===== src/verilog/fpm_defines.svh =====
// Constants for the flash programmer-mode command sequencer
`ifndef FPM_DEFINES_SVH
`define FPM_DEFINES_SVH

`define FPM_CMD_READ 8'h00
`define FPM_CMD_PROG 8'h40
`define FPM_CMD_ERASE 8'h20
`define FPM_CMD_STAT 8'h71
`define FPM_FILL_BYTE 8'hFF
`define FPM_PAGE_BYTES 8'h80
`define FPM_PAGE_LOW_A 8'h00
`define FPM_PAGE_LOW_B 8'h80
`define FPM_CLK_MHZ 50
`define FPM_SETUP_MS 10
`define FPM_SETUP_CYC (`FPM_SETUP_MS * 1000 * `FPM_CLK_MHZ)
`define FPM_ACCESS_US 20
`define FPM_ACCESS_CYC (`FPM_ACCESS_US * `FPM_CLK_MHZ)
`define FPM_WRITE_MIN_MS 1
`define FPM_WRITE_CYC (`FPM_WRITE_MIN_MS * 1000 * `FPM_CLK_MHZ)
`define FPM_ERASE_MIN_MS 100
`define FPM_ERASE_CYC (`FPM_ERASE_MIN_MS * 1000 * `FPM_CLK_MHZ)
`define FPM_STAT_ABN_BIT 7
`define FPM_STAT_CMD_BIT 6
`define FPM_STAT_PRG_BIT 5
`define FPM_STAT_ERS_BIT 4
`define FPM_STAT_CNT_BIT 1
`define FPM_STAT_ADR_BIT 0

`endif


===== src/verilog/fpm_pkg.sv =====
// Types for the flash programmer-mode command sequencer
package fpm_pkg;

  typedef enum logic [2:0]
  {
    FPM_SETUP = 3'h0,
    FPM_IDLE = 3'h1,
    FPM_LOAD = 3'h3,
    FPM_BUSY = 3'h2,
    FPM_ERASE2 = 3'h6,
    FPM_STAT2 = 3'h7
  } fpm_state_t;

  typedef enum logic [1:0]
  {
    FPM_OUT_READ = 2'h0,
    FPM_OUT_POLL = 2'h1,
    FPM_OUT_STAT = 2'h2
  } fpm_out_t;

endpackage


===== src/verilog/fpm_sequencer.sv =====
// Programmer-mode command sequencer for the on-chip flash
`timescale 1ns/1ps
`include "fpm_defines.svh"
module fpm_sequencer
#(
  parameter int SETUP_CYC = `FPM_SETUP_CYC,
  parameter int WRITE_CYC = `FPM_WRITE_CYC,
  parameter int ERASE_CYC = `FPM_ERASE_CYC
)
(
  input wire logic SYS_CLK,
  input wire logic SYS_RST,
  input wire logic CE_N,
  input wire logic OE_N,
  input wire logic WE_N,
  input wire logic FLASH_PROGRAM_GATE,
  input wire logic [17:0] ADDR,
  input wire logic [7:0] DATA_IN,
  output logic [7:0] DATA_OUT,
  output logic DATA_OE,
  output logic [17:0] MEM_ADDR,
  input wire logic [7:0] MEM_RDATA,
  output logic PAGE_WRITE,
  output logic [17:0] PAGE_WRITE_LOCATION,
  output logic [1023:0] PAGE_DATA,
  output logic MEM_ERASE,
  input wire logic MEM_DONE,
  input wire logic MEM_FAIL,
  output logic READY,
  output logic BUSY
);
  import fpm_pkg::*;

  localparam int ACCESS_CYC = `FPM_ACCESS_CYC;

  logic rd_active;
  logic wr_pulse;
  logic [17:0] wr_addr;
  logic [7:0] wr_data;
  fpm_state_t state_reg;
  fpm_out_t out_sel_reg;
  logic [31:0] timer_reg;
  logic [7:0] count_reg;
  logic [7:0] page_buf [0:127];
  logic [7:0] status_reg;
  logic end_ident_line_reg;
  logic end_status_line_reg;
  logic is_erase_reg;
  logic [17:0] read_location_reg;
  logic [7:0] read_data_reg;
  logic [10:0] access_reg;

  // ==========================================================
  // Strobe decode
  fpm_strobe_decode u_decode
  (
    .clk(SYS_CLK),
    .rst(SYS_RST),
    .ce_n(CE_N),
    .oe_n(OE_N),
    .we_n(WE_N),
    .addr(ADDR),
    .din(DATA_IN),
    .rd_active(rd_active),
    .wr_pulse(wr_pulse),
    .wr_addr(wr_addr),
    .wr_data(wr_data)
  );

  function automatic logic page_aligned(input logic [17:0] a);
    page_aligned = (a[7:0] == `FPM_PAGE_LOW_A) || (a[7:0] == `FPM_PAGE_LOW_B);
  endfunction

  // ==========================================================
  // Command state machine
  // Busy states ignore writes: the programmer must not issue them then
  always_ff @(posedge SYS_CLK)
  begin
    if (SYS_RST)
    begin
      state_reg <= FPM_SETUP;
      timer_reg <= 32'h00000000;
      count_reg <= 8'h00;
      is_erase_reg <= 1'b0;
    end
    else
    begin
      unique case (state_reg)
        FPM_SETUP:
        begin
          if (timer_reg >= 32'(SETUP_CYC - 1))
          begin
            state_reg <= FPM_IDLE;
          end
          else
          begin
            timer_reg <= timer_reg + 32'h00000001;
          end
        end
        FPM_IDLE:
        begin
          timer_reg <= 32'h00000000;
          count_reg <= 8'h00;
          if (wr_pulse)
          begin
            if (wr_data == `FPM_CMD_PROG && FLASH_PROGRAM_GATE)
            begin
              state_reg <= FPM_LOAD;
            end
            else if (wr_data == `FPM_CMD_ERASE && FLASH_PROGRAM_GATE)
            begin
              state_reg <= FPM_ERASE2;
            end
            else if (wr_data == `FPM_CMD_STAT)
            begin
              state_reg <= FPM_STAT2;
            end
          end
        end
        FPM_LOAD:
        begin
          if (wr_pulse)
          begin
            count_reg <= count_reg + 8'h01;
            if (count_reg == `FPM_PAGE_BYTES - 8'h01)
            begin
              state_reg <= FPM_BUSY;
              is_erase_reg <= 1'b0;
            end
          end
        end
        FPM_ERASE2:
        begin
          if (wr_pulse)
          begin
            state_reg <= (wr_data == `FPM_CMD_ERASE) ? FPM_BUSY : FPM_IDLE;
            is_erase_reg <= 1'b1;
          end
        end
        FPM_STAT2:
        begin
          if (wr_pulse)
          begin
            state_reg <= FPM_IDLE;
          end
        end
        FPM_BUSY:
        begin
          // Chip strobe plays no part here: work continues while deselected
          timer_reg <= timer_reg + 32'h00000001;
          if (MEM_DONE && timer_reg >= 32'(is_erase_reg ? ERASE_CYC : WRITE_CYC))
          begin
            state_reg <= FPM_IDLE;
          end
        end
        default:
        begin
          state_reg <= FPM_IDLE;
        end
      endcase
    end
  end

  // ==========================================================
  // Page buffer and page address
  always_ff @(posedge SYS_CLK)
  begin
    if (state_reg == FPM_LOAD && wr_pulse)
    begin
      page_buf[count_reg[6:0]] <= wr_data;
    end
  end

  always_ff @(posedge SYS_CLK)
  begin
    if (SYS_RST)
    begin
      PAGE_WRITE_LOCATION <= 18'h00000;
    end
    else if (state_reg == FPM_LOAD && wr_pulse && count_reg == 8'h00)
    begin
      PAGE_WRITE_LOCATION <= wr_addr;
    end
  end

  always_comb
  begin
    for (int i = 0; i < 128; i++)
    begin
      PAGE_DATA[i * 8 +: 8] = page_buf[i];
    end
  end

  // One-cycle launch strobes toward the array
  always_ff @(posedge SYS_CLK)
  begin
    if (SYS_RST)
    begin
      PAGE_WRITE <= 1'b0;
      MEM_ERASE <= 1'b0;
    end
    else
    begin
      PAGE_WRITE <= state_reg == FPM_LOAD && wr_pulse && count_reg == `FPM_PAGE_BYTES - 8'h01;
      MEM_ERASE <= state_reg == FPM_ERASE2 && wr_pulse && wr_data == `FPM_CMD_ERASE;
    end
  end

  // ==========================================================
  // Status flags
  always_ff @(posedge SYS_CLK)
  begin
    if (SYS_RST)
    begin
      status_reg <= 8'h00;
      end_ident_line_reg <= 1'b0;
      end_status_line_reg <= 1'b0;
    end
    else if (wr_pulse && state_reg != FPM_SETUP && state_reg != FPM_BUSY)
    begin
      // Each command write starts fresh polling information
      end_ident_line_reg <= 1'b0;
      end_status_line_reg <= 1'b0;
      if (state_reg == FPM_IDLE)
      begin
        status_reg <= (wr_data == `FPM_CMD_STAT) ? status_reg : 8'h00;
        if (wr_data != `FPM_CMD_READ && wr_data != `FPM_CMD_PROG && wr_data != `FPM_CMD_ERASE
            && wr_data != `FPM_CMD_STAT)
        begin
          status_reg[`FPM_STAT_CMD_BIT] <= 1'b1;
          status_reg[`FPM_STAT_ABN_BIT] <= 1'b1;
        end
      end
      else if (state_reg == FPM_LOAD && count_reg == 8'h00 && !page_aligned(wr_addr))
      begin
        status_reg[`FPM_STAT_ADR_BIT] <= 1'b1;
        status_reg[`FPM_STAT_PRG_BIT] <= 1'b1;
      end
      else if (state_reg == FPM_ERASE2 && wr_data != `FPM_CMD_ERASE)
      begin
        status_reg[`FPM_STAT_CMD_BIT] <= 1'b1;
        status_reg[`FPM_STAT_ABN_BIT] <= 1'b1;
      end
    end
    else if (state_reg == FPM_BUSY && MEM_DONE && timer_reg >= 32'(is_erase_reg ? ERASE_CYC : WRITE_CYC))
    begin
      // Normal end only when no error was flagged on the way
      end_ident_line_reg <= 1'b1;
      end_status_line_reg <= !MEM_FAIL && status_reg == 8'h00;
      if (MEM_FAIL || status_reg != 8'h00)
      begin
        status_reg[`FPM_STAT_ABN_BIT] <= 1'b1;
        status_reg[is_erase_reg ? `FPM_STAT_ERS_BIT : `FPM_STAT_PRG_BIT] <= 1'b1;
      end
    end
  end

  // ==========================================================
  // Output selection and read path
  always_ff @(posedge SYS_CLK)
  begin
    if (SYS_RST)
    begin
      out_sel_reg <= FPM_OUT_READ;
    end
    else if (state_reg == FPM_IDLE && wr_pulse)
    begin
      out_sel_reg <= (wr_data == `FPM_CMD_READ) ? FPM_OUT_READ : FPM_OUT_POLL;
    end
    else if (state_reg == FPM_STAT2 && wr_pulse)
    begin
      out_sel_reg <= (wr_data == `FPM_CMD_STAT) ? FPM_OUT_STAT : FPM_OUT_POLL;
    end
  end

  // Access timer restarts on any address change; data is held until it expires
  always_ff @(posedge SYS_CLK)
  begin
    if (SYS_RST)
    begin
      read_location_reg <= 18'h00000;
      access_reg <= 11'h000;
      read_data_reg <= 8'h00;
    end
    else
    begin
      read_location_reg <= ADDR;
      if (ADDR != read_location_reg)
      begin
        access_reg <= 11'h000;
      end
      else if (access_reg < 11'(ACCESS_CYC - 1))
      begin
        access_reg <= access_reg + 11'h001;
      end
      else
      begin
        read_data_reg <= MEM_RDATA;
      end
    end
  end

  assign MEM_ADDR = read_location_reg;

  always_ff @(posedge SYS_CLK)
  begin
    if (SYS_RST)
    begin
      DATA_OUT <= 8'h00;
    end
    else
    begin
      unique case (out_sel_reg)
        FPM_OUT_READ: DATA_OUT <= read_data_reg;
        FPM_OUT_STAT: DATA_OUT <= status_reg;
        FPM_OUT_POLL: DATA_OUT <= {end_ident_line_reg, end_status_line_reg, 6'h00};
        default: DATA_OUT <= 8'h00;
      endcase
    end
  end

  // Only the data drivers follow the chip strobe
  assign DATA_OE = rd_active;
  assign READY = state_reg != FPM_SETUP;
  assign BUSY = state_reg == FPM_BUSY;

endmodule


===== src/verilog/fpm_strobe_decode.sv =====
// Strobe decoder: read level and write-strobe rising edge capture
`timescale 1ns/1ps
module fpm_strobe_decode
(
  input wire logic clk,
  input wire logic rst,
  input wire logic ce_n,
  input wire logic oe_n,
  input wire logic we_n,
  input wire logic [17:0] addr,
  input wire logic [7:0] din,
  output logic rd_active,
  output logic wr_pulse,
  output logic [17:0] wr_addr,
  output logic [7:0] wr_data
);

  logic we_n_reg;
  logic ce_n_reg;
  logic [17:0] addr_reg;
  logic [7:0] din_reg;

  // ==========================================================
  // Cycle decode
  assign rd_active = !ce_n && !oe_n && we_n;

  // ==========================================================
  // Write capture
  // Address and data sampled one cycle behind to meet the edge
  always_ff @(posedge clk)
  begin
    if (rst)
    begin
      we_n_reg <= 1'b1;
      ce_n_reg <= 1'b1;
      addr_reg <= 18'h00000;
      din_reg <= 8'h00;
    end
    else
    begin
      we_n_reg <= we_n;
      ce_n_reg <= ce_n;
      addr_reg <= addr;
      din_reg <= din;
    end
  end

  always_ff @(posedge clk)
  begin
    if (rst)
    begin
      wr_pulse <= 1'b0;
      wr_addr <= 18'h00000;
      wr_data <= 8'h00;
    end
    else
    begin
      wr_pulse <= we_n && !we_n_reg && !ce_n_reg && oe_n;
      if (we_n && !we_n_reg && !ce_n_reg)
      begin
        wr_addr <= addr_reg;
        wr_data <= din_reg;
      end
    end
  end

endmodule

===== config.mk =====
export PLATFORM = sky130hd
export DESIGN_NAME = fpm_sequencer
export DESIGN_NICKNAME = d
export VERILOG_FILES = /design/src/verilog/fpm_pkg.sv /design/src/verilog/fpm_sequencer.sv /design/src/verilog/fpm_strobe_decode.sv
export VERILOG_INCLUDE_DIRS = /design/src /design/src/verilog
export SDC_FILE = /design/constraint.sdc
export NUM_CORES = 1
export LEC_CHECK = 0
export BUFFER_PORTS_ARGS = -buffer_cell sky130_fd_sc_hd__buf_2
export CORE_AREA = 4 4 428 430
export DETAILED_ROUTE_END_ITERATION = 8
export DIE_AREA = 0 0 432 434
export RECOVER_POWER = 25
export REMOVE_ABC_BUFFERS = 1
export SLEW_MARGIN = 20
export SYNTH_ARGS = -nofsm -noshare
export SYNTH_HDL_FRONTEND = slang
export SYNTH_SLANG_ARGS = --single-unit

===== constraint.sdc =====
create_clock -name SYS_CLK -period 5.5 [get_ports SYS_CLK]
set_input_delay 0.275 -clock SYS_CLK [delete_from_list [all_inputs] [get_ports SYS_CLK]]
set_output_delay 0.275 -clock SYS_CLK [all_outputs]
set_load 0.03 [all_outputs]

==> results of run 1 <==
-- final cells by class --
type	instances	area, um2	area share
antenna	5	12.51	0.0002464
inverter	16	60.06	0.001183
clock inverter	77	968.4	0.01907
sequential	1179	33850	0.6666
clock buffer	141	3069	0.06043
timing repair buffer	1209	5803	0.1143
tap	2370	2965	0.05839
multi-input combinational	750	4054	0.07982
-- how the worst max path moves through the flow --
stage | from | endpoint | slack, ns | cells past startpoint
floorplan | u_decode.wr_data[5] | state_reg[0] | 2.15 | 5
global placement | state_reg[0] | page_buf[12][0] | 1.83 | 5
detailed placement | state_reg[0] | page_buf[14][6] | 1.55 | 6
CTS | state_reg[0] | page_buf[78][4] | 1.51 | 6
global route | u_decode.wr_data[1] | page_buf[60][1] | 0.68 | 2
finish | u_decode.wr_data[1] | page_buf[60][1] | 1.09 | 2
-- what timing repair did --
item / 4_1_cts / 5_1_grt
endpoints found under the hold margin: 71 / 0
resized for setup: 0 / 0
hold buffers: 61 / 0
setup endpoints to repair: 0 / 0
-- cell usage after synthesis, types with 16 or more instances --
cell type and n:
or3_1 29, nand3_1 36, dfxtp_1 155, nor2b_1 32, a21oi_1 88, clkbuf_1 47, xor2_1 26, mux2i_1 19
nor2_1 179, nand2_1 150, edfxtp_1 1024, o21ai_0 38, inv_1 16
-- cells by family after synthesis --
kind of cell | after synthesis | synth area share
flip-flops | 1179 | 0.8876
AND/OR/NAND/NOR | 522 | 0.06427
AO/OA/AOI/OAI | 168 | 0.02536
buffers and inverters | 69 | 0.007250
XOR/XNOR | 30 | 0.006889
multiplexers | 19 | 0.004987
adder cells (fa/ha/maj) | 11 | 0.003609
-- power by group --
part	switching, uW	internal, uW
Combinational	211	118
Clock	3620	4700
Sequential	50.3	9620
-- metal layers --
| layer | global-route usage | routed length, um | up-vias |
|---|---|---|---|
| met5 | 0 | 7 | - |
| met4 | 0.04605 | 4067 | 2 |
| met3 | 0.03054 | 11260 | 201 |
| met2 | 0.2518 | 73460 | 1328 |
| met1 | 0.1748 | 54400 | 11994 |
| li1 | - | - | 10144 |
-- critical path, cell delays in order (launching register included) --
cell	delay, ns
dfxtp_1	0.35
clkbuf_1	2.69
buf_4	0.92
-- stage by stage --
stage | hold slack, ns | power, uW | setup slack (ns)
6_report | 0.2939 | 18320 | 1.092
5_1_grt | 0.2397 | 18890 | 0.6847
4_1_cts | 0.1764 | 18480 | 1.505
3_5_place_dp | 0.4187 | 10140 | 1.547
3_3_place_gp | 0.4162 | 10140 | 1.833
2_1_floorplan | 0.3441 | 10020 | 2.148
==> flow_summary_export.csv, run 1 <==
group,metric,value,unit
finish,layout_common_cells,"1,024 x edfxtp_1, 613 x buf_2, 524 x clkbuf_1, 173 x nor2_1, 155 x dfxtp_1",
finish,fin_util,0.2825,
synthesis,ys_ff_latch,1179,
worst_setup_path,worstSetupEndpointType,"flop",
placement,gp_congestion,0.8243,
sta,worst_pin_slew,3.829,ns
power,p_leak,0.02015,uW
clock_network,cts_buffers,118,
sta,skew,0.04514,ns
worst_setup_path,crit_type,"reg -> reg",
synthesis,synth_ff_type,"edfxtp_1",
finish,drive_above_1_share,0.2521,
floorplan,start_util,0.2122,
clock_network,post_cts_buffers,0,
sta,finalHoldViolCount,0,
power,ir_worst_vdd,0.2877,mV
synthesis,synthCells,1998,
clock_network,cts_max_path_buffers,3,
clock_network,insertion_delay,0.75,ns
hold_path,min_delay_path_depth,3,
synthesis,async_reset_ff_frac,0,
detailed_routing,routed_wl,143200,um
grt,grt_pass1_vias,22680,
floorplan,io_pins,1115,
grt,grt_max_degree,61,
hold_path,hold_path_class,"in -> reg",
detailed_routing,num_vias,23669,
finish,final_common_cell,"edfxtp_1",
synthesis,synth_edf_count,1024,
hold_path,hp-start,"CE_N",
worst_setup_path,reg2reg_from,"u_decode.wr_data[1]",
grt,grt_first_pass_wirelength,188600,um
hold_path,hold_path_end,"u_decode.ce_n_reg",
synthesis,synth_top_cells_by_area,"edfxtp_1 81%, dfxtp_1 8.1%, nor2_1 1.8%",
worst_setup_path,cp-start-kind,"flop",
worst_setup_path,cp.arrival,4.82,ns
grt,overflow,0,
sta,tns,0,ns
finish,syn_to_final_growth,33.16,%
worst_setup_path,r2r_slack,1.09,ns
grt,grt_usage,0.1432,
finish,nets,3327,
floorplan,core_region_area,0.1798,mm2
worst_setup_path,timing.rr.end,"page_buf[60][1]",
power,powerDensity,360.7,mW/mm2
clock_network,clock_sinks,1179,
finish,fin_area,0.05079,mm2
synthesis,syn_area,0.03814,mm2
floorplan,dieArea,0.1875,mm2
synthesis,synth_area_per_cell,19.09,um2
worst_setup_path,cp_data_required_time,5.91,ns
finish,fill_cells,18151,
sta,max_freq,0.2269,GHz
worst_setup_path,r2r_cells,2,
placement,place_area,0.04680,mm2
clock_network,cts_tree,"done",
clock_network,cts-root-buf,"clkbuf_16",
detailed_routing,ant_nets,0,
sta,rsz0062_at_grt,"false",
detailed_routing,drt_iter0_drc,2074,
synthesis,yosysTopAreaCellShare,0.8063,
sta,max-slew-margin-rel,-1.552,
run,maxCapViolCount,9,
sta,setup-violations-final,0,
floorplan,fp.dieW,432,um
clock_network,clk_pin_slew_worst_paths,0.06,ns
floorplan,placementRows,156,
worst_setup_path,critical_path.max_fanout,53,
detailed_routing,drt-pass1-iter-count,5,
detailed_routing,viasPerCell,4.118,
floorplan,fp.dieH,434,um
sta,finalCritPeriodShare,0.8015,
placement,dp_hpwl,99060,um
detailed_routing,drc,0,
synthesis,yosys.area.top_type,"edfxtp_1",
grt,antenna_found_initial,12,
outcome,status,"complete, but fails checks",
sta,period_needed,4.408,ns
placement,numPortBuffers,1114,
placement,dpl.cell_count,5463,
finish,largest_register_ffs,1024,
synthesis,ys_seq_area_frac,0.8876,
outcome,violations,"capacitance limit, slew limit",
clock_network,cts_max_level,3,
detailed_routing,wl_per_cell,24.92,um
synthesis,synth_cell_types,56,
synthesis,ys_warn_count,0,
sta,maxSlewViolCount,358,
finish,fin_cells,5747,
(Power assumes the default switching activity.)
==> run 2, diff against run 1 <==
Clock period 5.5 ns to 3.69 ns, I/O delays scaled along.
==> run 2 against run 1 <==
  * The flow still finishes with violations (capacitance limit, slew limit)
  * First-iteration DRC count down 6.7%
  * Sequential cell count unchanged
  * Worst setup slack worse by 0.83 ns
  * Total power up 46%
  * Die area unchanged
  * Final cell count up 0.89%
  * Wire length down 5.0%
  * Register-to-register slack worse by 0.83 ns
  * Sequential power up 49%
  * Non-clock buffer count up 48
  * Via count down 0.60%
  * Fmax up 29%
==> flow_summary_export.csv, run 2 (synthesis results as in run 1) <==
group,metric,value,unit
outcome,violations,"capacitance limit, slew limit",
sta,whs,0.2500,ns
finish,seq_area,0.03387,mm2
clock_network,cts_max_level,3,
clock_network,cts_resized,0,
clock_network,cts-root-buf,"clkbuf_16",
sta,finalHoldViolCount,0,
placement,numPortBuffers,1114,
clock_network,cts_max_path_buffers,3,
worst_setup_path,reg2reg_from,"u_decode.wr_data[6]",
detailed_routing,routed_wl,136100,um
clock_network,cts_buffers,118,
finish,layout_common_cells,"1,024 x edfxtp_1, 752 x buf_2, 390 x clkbuf_1, 173 x nor2_1, 150 x dfxtp_1",
sta,worst_pin_slew,2.445,ns
floorplan,placementRows,156,
worst_setup_path,cp_data_required_time,4.09,ns
clock_network,insertion_delay,0.75,ns
floorplan,core_region_area,0.1798,mm2
floorplan,dieArea,0.1875,mm2
detailed_routing,wl_per_cell,23.47,um
clock_network,cts_hold_buf,70,
clock_network,cts_tree,"done",
worst_setup_path,cp-start-kind,"flop",
hold_path,hp-start,"MEM_RDATA[5]",
sta,period_needed,3.428,ns
hold_path,min_delay_path_depth,4,
floorplan,fp.dieH,434,um
detailed_routing,ant_nets,0,
finish,final_common_cell,"edfxtp_1",
finish,drive_above_1_share,0.2987,
finish,largest_register_ffs,1024,
grt,grt_usage,0.1355,
grt,grt_pass1_vias,22356,
detailed_routing,drc,0,
power,powerDensity,523.3,mW/mm2
sta,max-slew-margin-rel,-0.6300,
detailed_routing,drt_iter0_drc,1936,
grt,grt_first_pass_wirelength,180200,um
finish,multiInputGateArea,0.004055,mm2
clock_network,clock_sinks,1179,
floorplan,start_util,0.2122,
worst_setup_path,cp.arrival,3.83,ns
placement,gp_congestion,0.8169,
hold_path,hold_path_end,"read_data_reg[5]",
hold_path,hold_path_class,"in -> reg",
finish,syn_to_final_growth,34.26,%
worst_setup_path,r2r_slack,0.26,ns
grt,antenna_found_initial,9,
sta,tns,0,ns
worst_setup_path,r2r_cells,2,
clock_network,clk_pin_slew_worst_paths,0.06,ns
power,ir_worst_vdd,0.4306,mV
finish,fin_cells,5798,
detailed_routing,drt-pass1-iter-count,5,
grt,grt_max_degree,130,
sta,maxSlewViolCount,254,
sta,skew,0.04387,ns
sta,max_freq,0.2917,GHz
finish,nets,3375,
detailed_routing,num_vias,23526,
run,maxCapViolCount,4,
placement,dpl.cell_count,5502,
floorplan,fp.dieW,432,um
worst_setup_path,critical_path.max_fanout,45,
finish,fill_cells,18157,
worst_setup_path,worstSetupEndpointType,"flop",
worst_setup_path,timing.rr.end,"page_buf[78][6]",
sta,finalCritPeriodShare,0.9290,
detailed_routing,viasPerCell,4.058,
floorplan,io_pins,1115,
power,p_leak,0.02089,uW
outcome,status,"complete, but fails checks",
sta,rsz0062_at_grt,"false",
placement,dp_hpwl,93910,um
clock_network,post_cts_buffers,0,
grt,overflow,0,
sta,setup-violations-final,0,
worst_setup_path,crit_type,"reg -> reg",
-- run 2: cell types whose count changed in the layout (fill, tap and decap cells not counted), moves of 9 or more --
cell           change
buf_2            +139
clkbuf_1         -134
dlygate4sd3_1      +9
buf_4             +34
clkinv_1          +11
-- run 2: final cells by class --
| type | count | area share |
|---|---|---|
| inverter | 16 | 0.001173 |
| sequential | 1179 | 0.6615 |
| multi-input combinational | 750 | 0.07920 |
| antenna | 3 | 0.0001466 |
| timing repair buffer | 1257 | 0.1249 |
| clock buffer | 147 | 0.06062 |
| tap | 2370 | 0.05791 |
| clock inverter | 76 | 0.01451 |
-- run 2: metal layers --
layer,routed length (um),track usage,share of wire
met1,51660,0.1641,0.38
met2,69840,0.2371,0.51
met3,10440,0.03088,0.077
met4,4129,0.04622,0.030
met5,0,0,0
-- run 2: how the worst max path moves through the flow --
stage / startpoint / to / slack (ns) / depth (start not counted)
after floorplan: u_decode.wr_data[5] / state_reg[0] / 0.34 / 5
after global placement: state_reg[0] / page_buf[11][5] / 0.50 / 5
after detailed placement: state_reg[0] / page_buf[9][1] / 0.59 / 6
after CTS: state_reg[0] / page_buf[49][1] / 0.53 / 6
after global routing: u_decode.wr_data[6] / page_buf[78][6] / 0.19 / 2
final: u_decode.wr_data[6] / page_buf[78][6] / 0.26 / 2
-- run 2: critical path: stages, from the launching register on --
cell and delay, ns:
dfxtp_1 0.46, clkbuf_1 1.76, buf_4 0.73
-- run 2: metrics by stage --
step	setup WS (ns)	utilization	cell area (um2)	power, uW
after CTS	0.5306	0.2875	51690	27070
after detailed placement	0.5947	0.2622	47140	15120
after global placement	0.4973	0.2622	47140	15120
after global routing	0.1871	0.2848	51200	27740
after floorplan	0.3375	-	37920	14930
final	0.2619	0.2848	51200	26790
-- run 2: power by group --
part           internal [uW]  switching, uW  total [uW]
clock                   6650           5240       11900
combinational            180            334         514
sequential             14300           56.6       14400
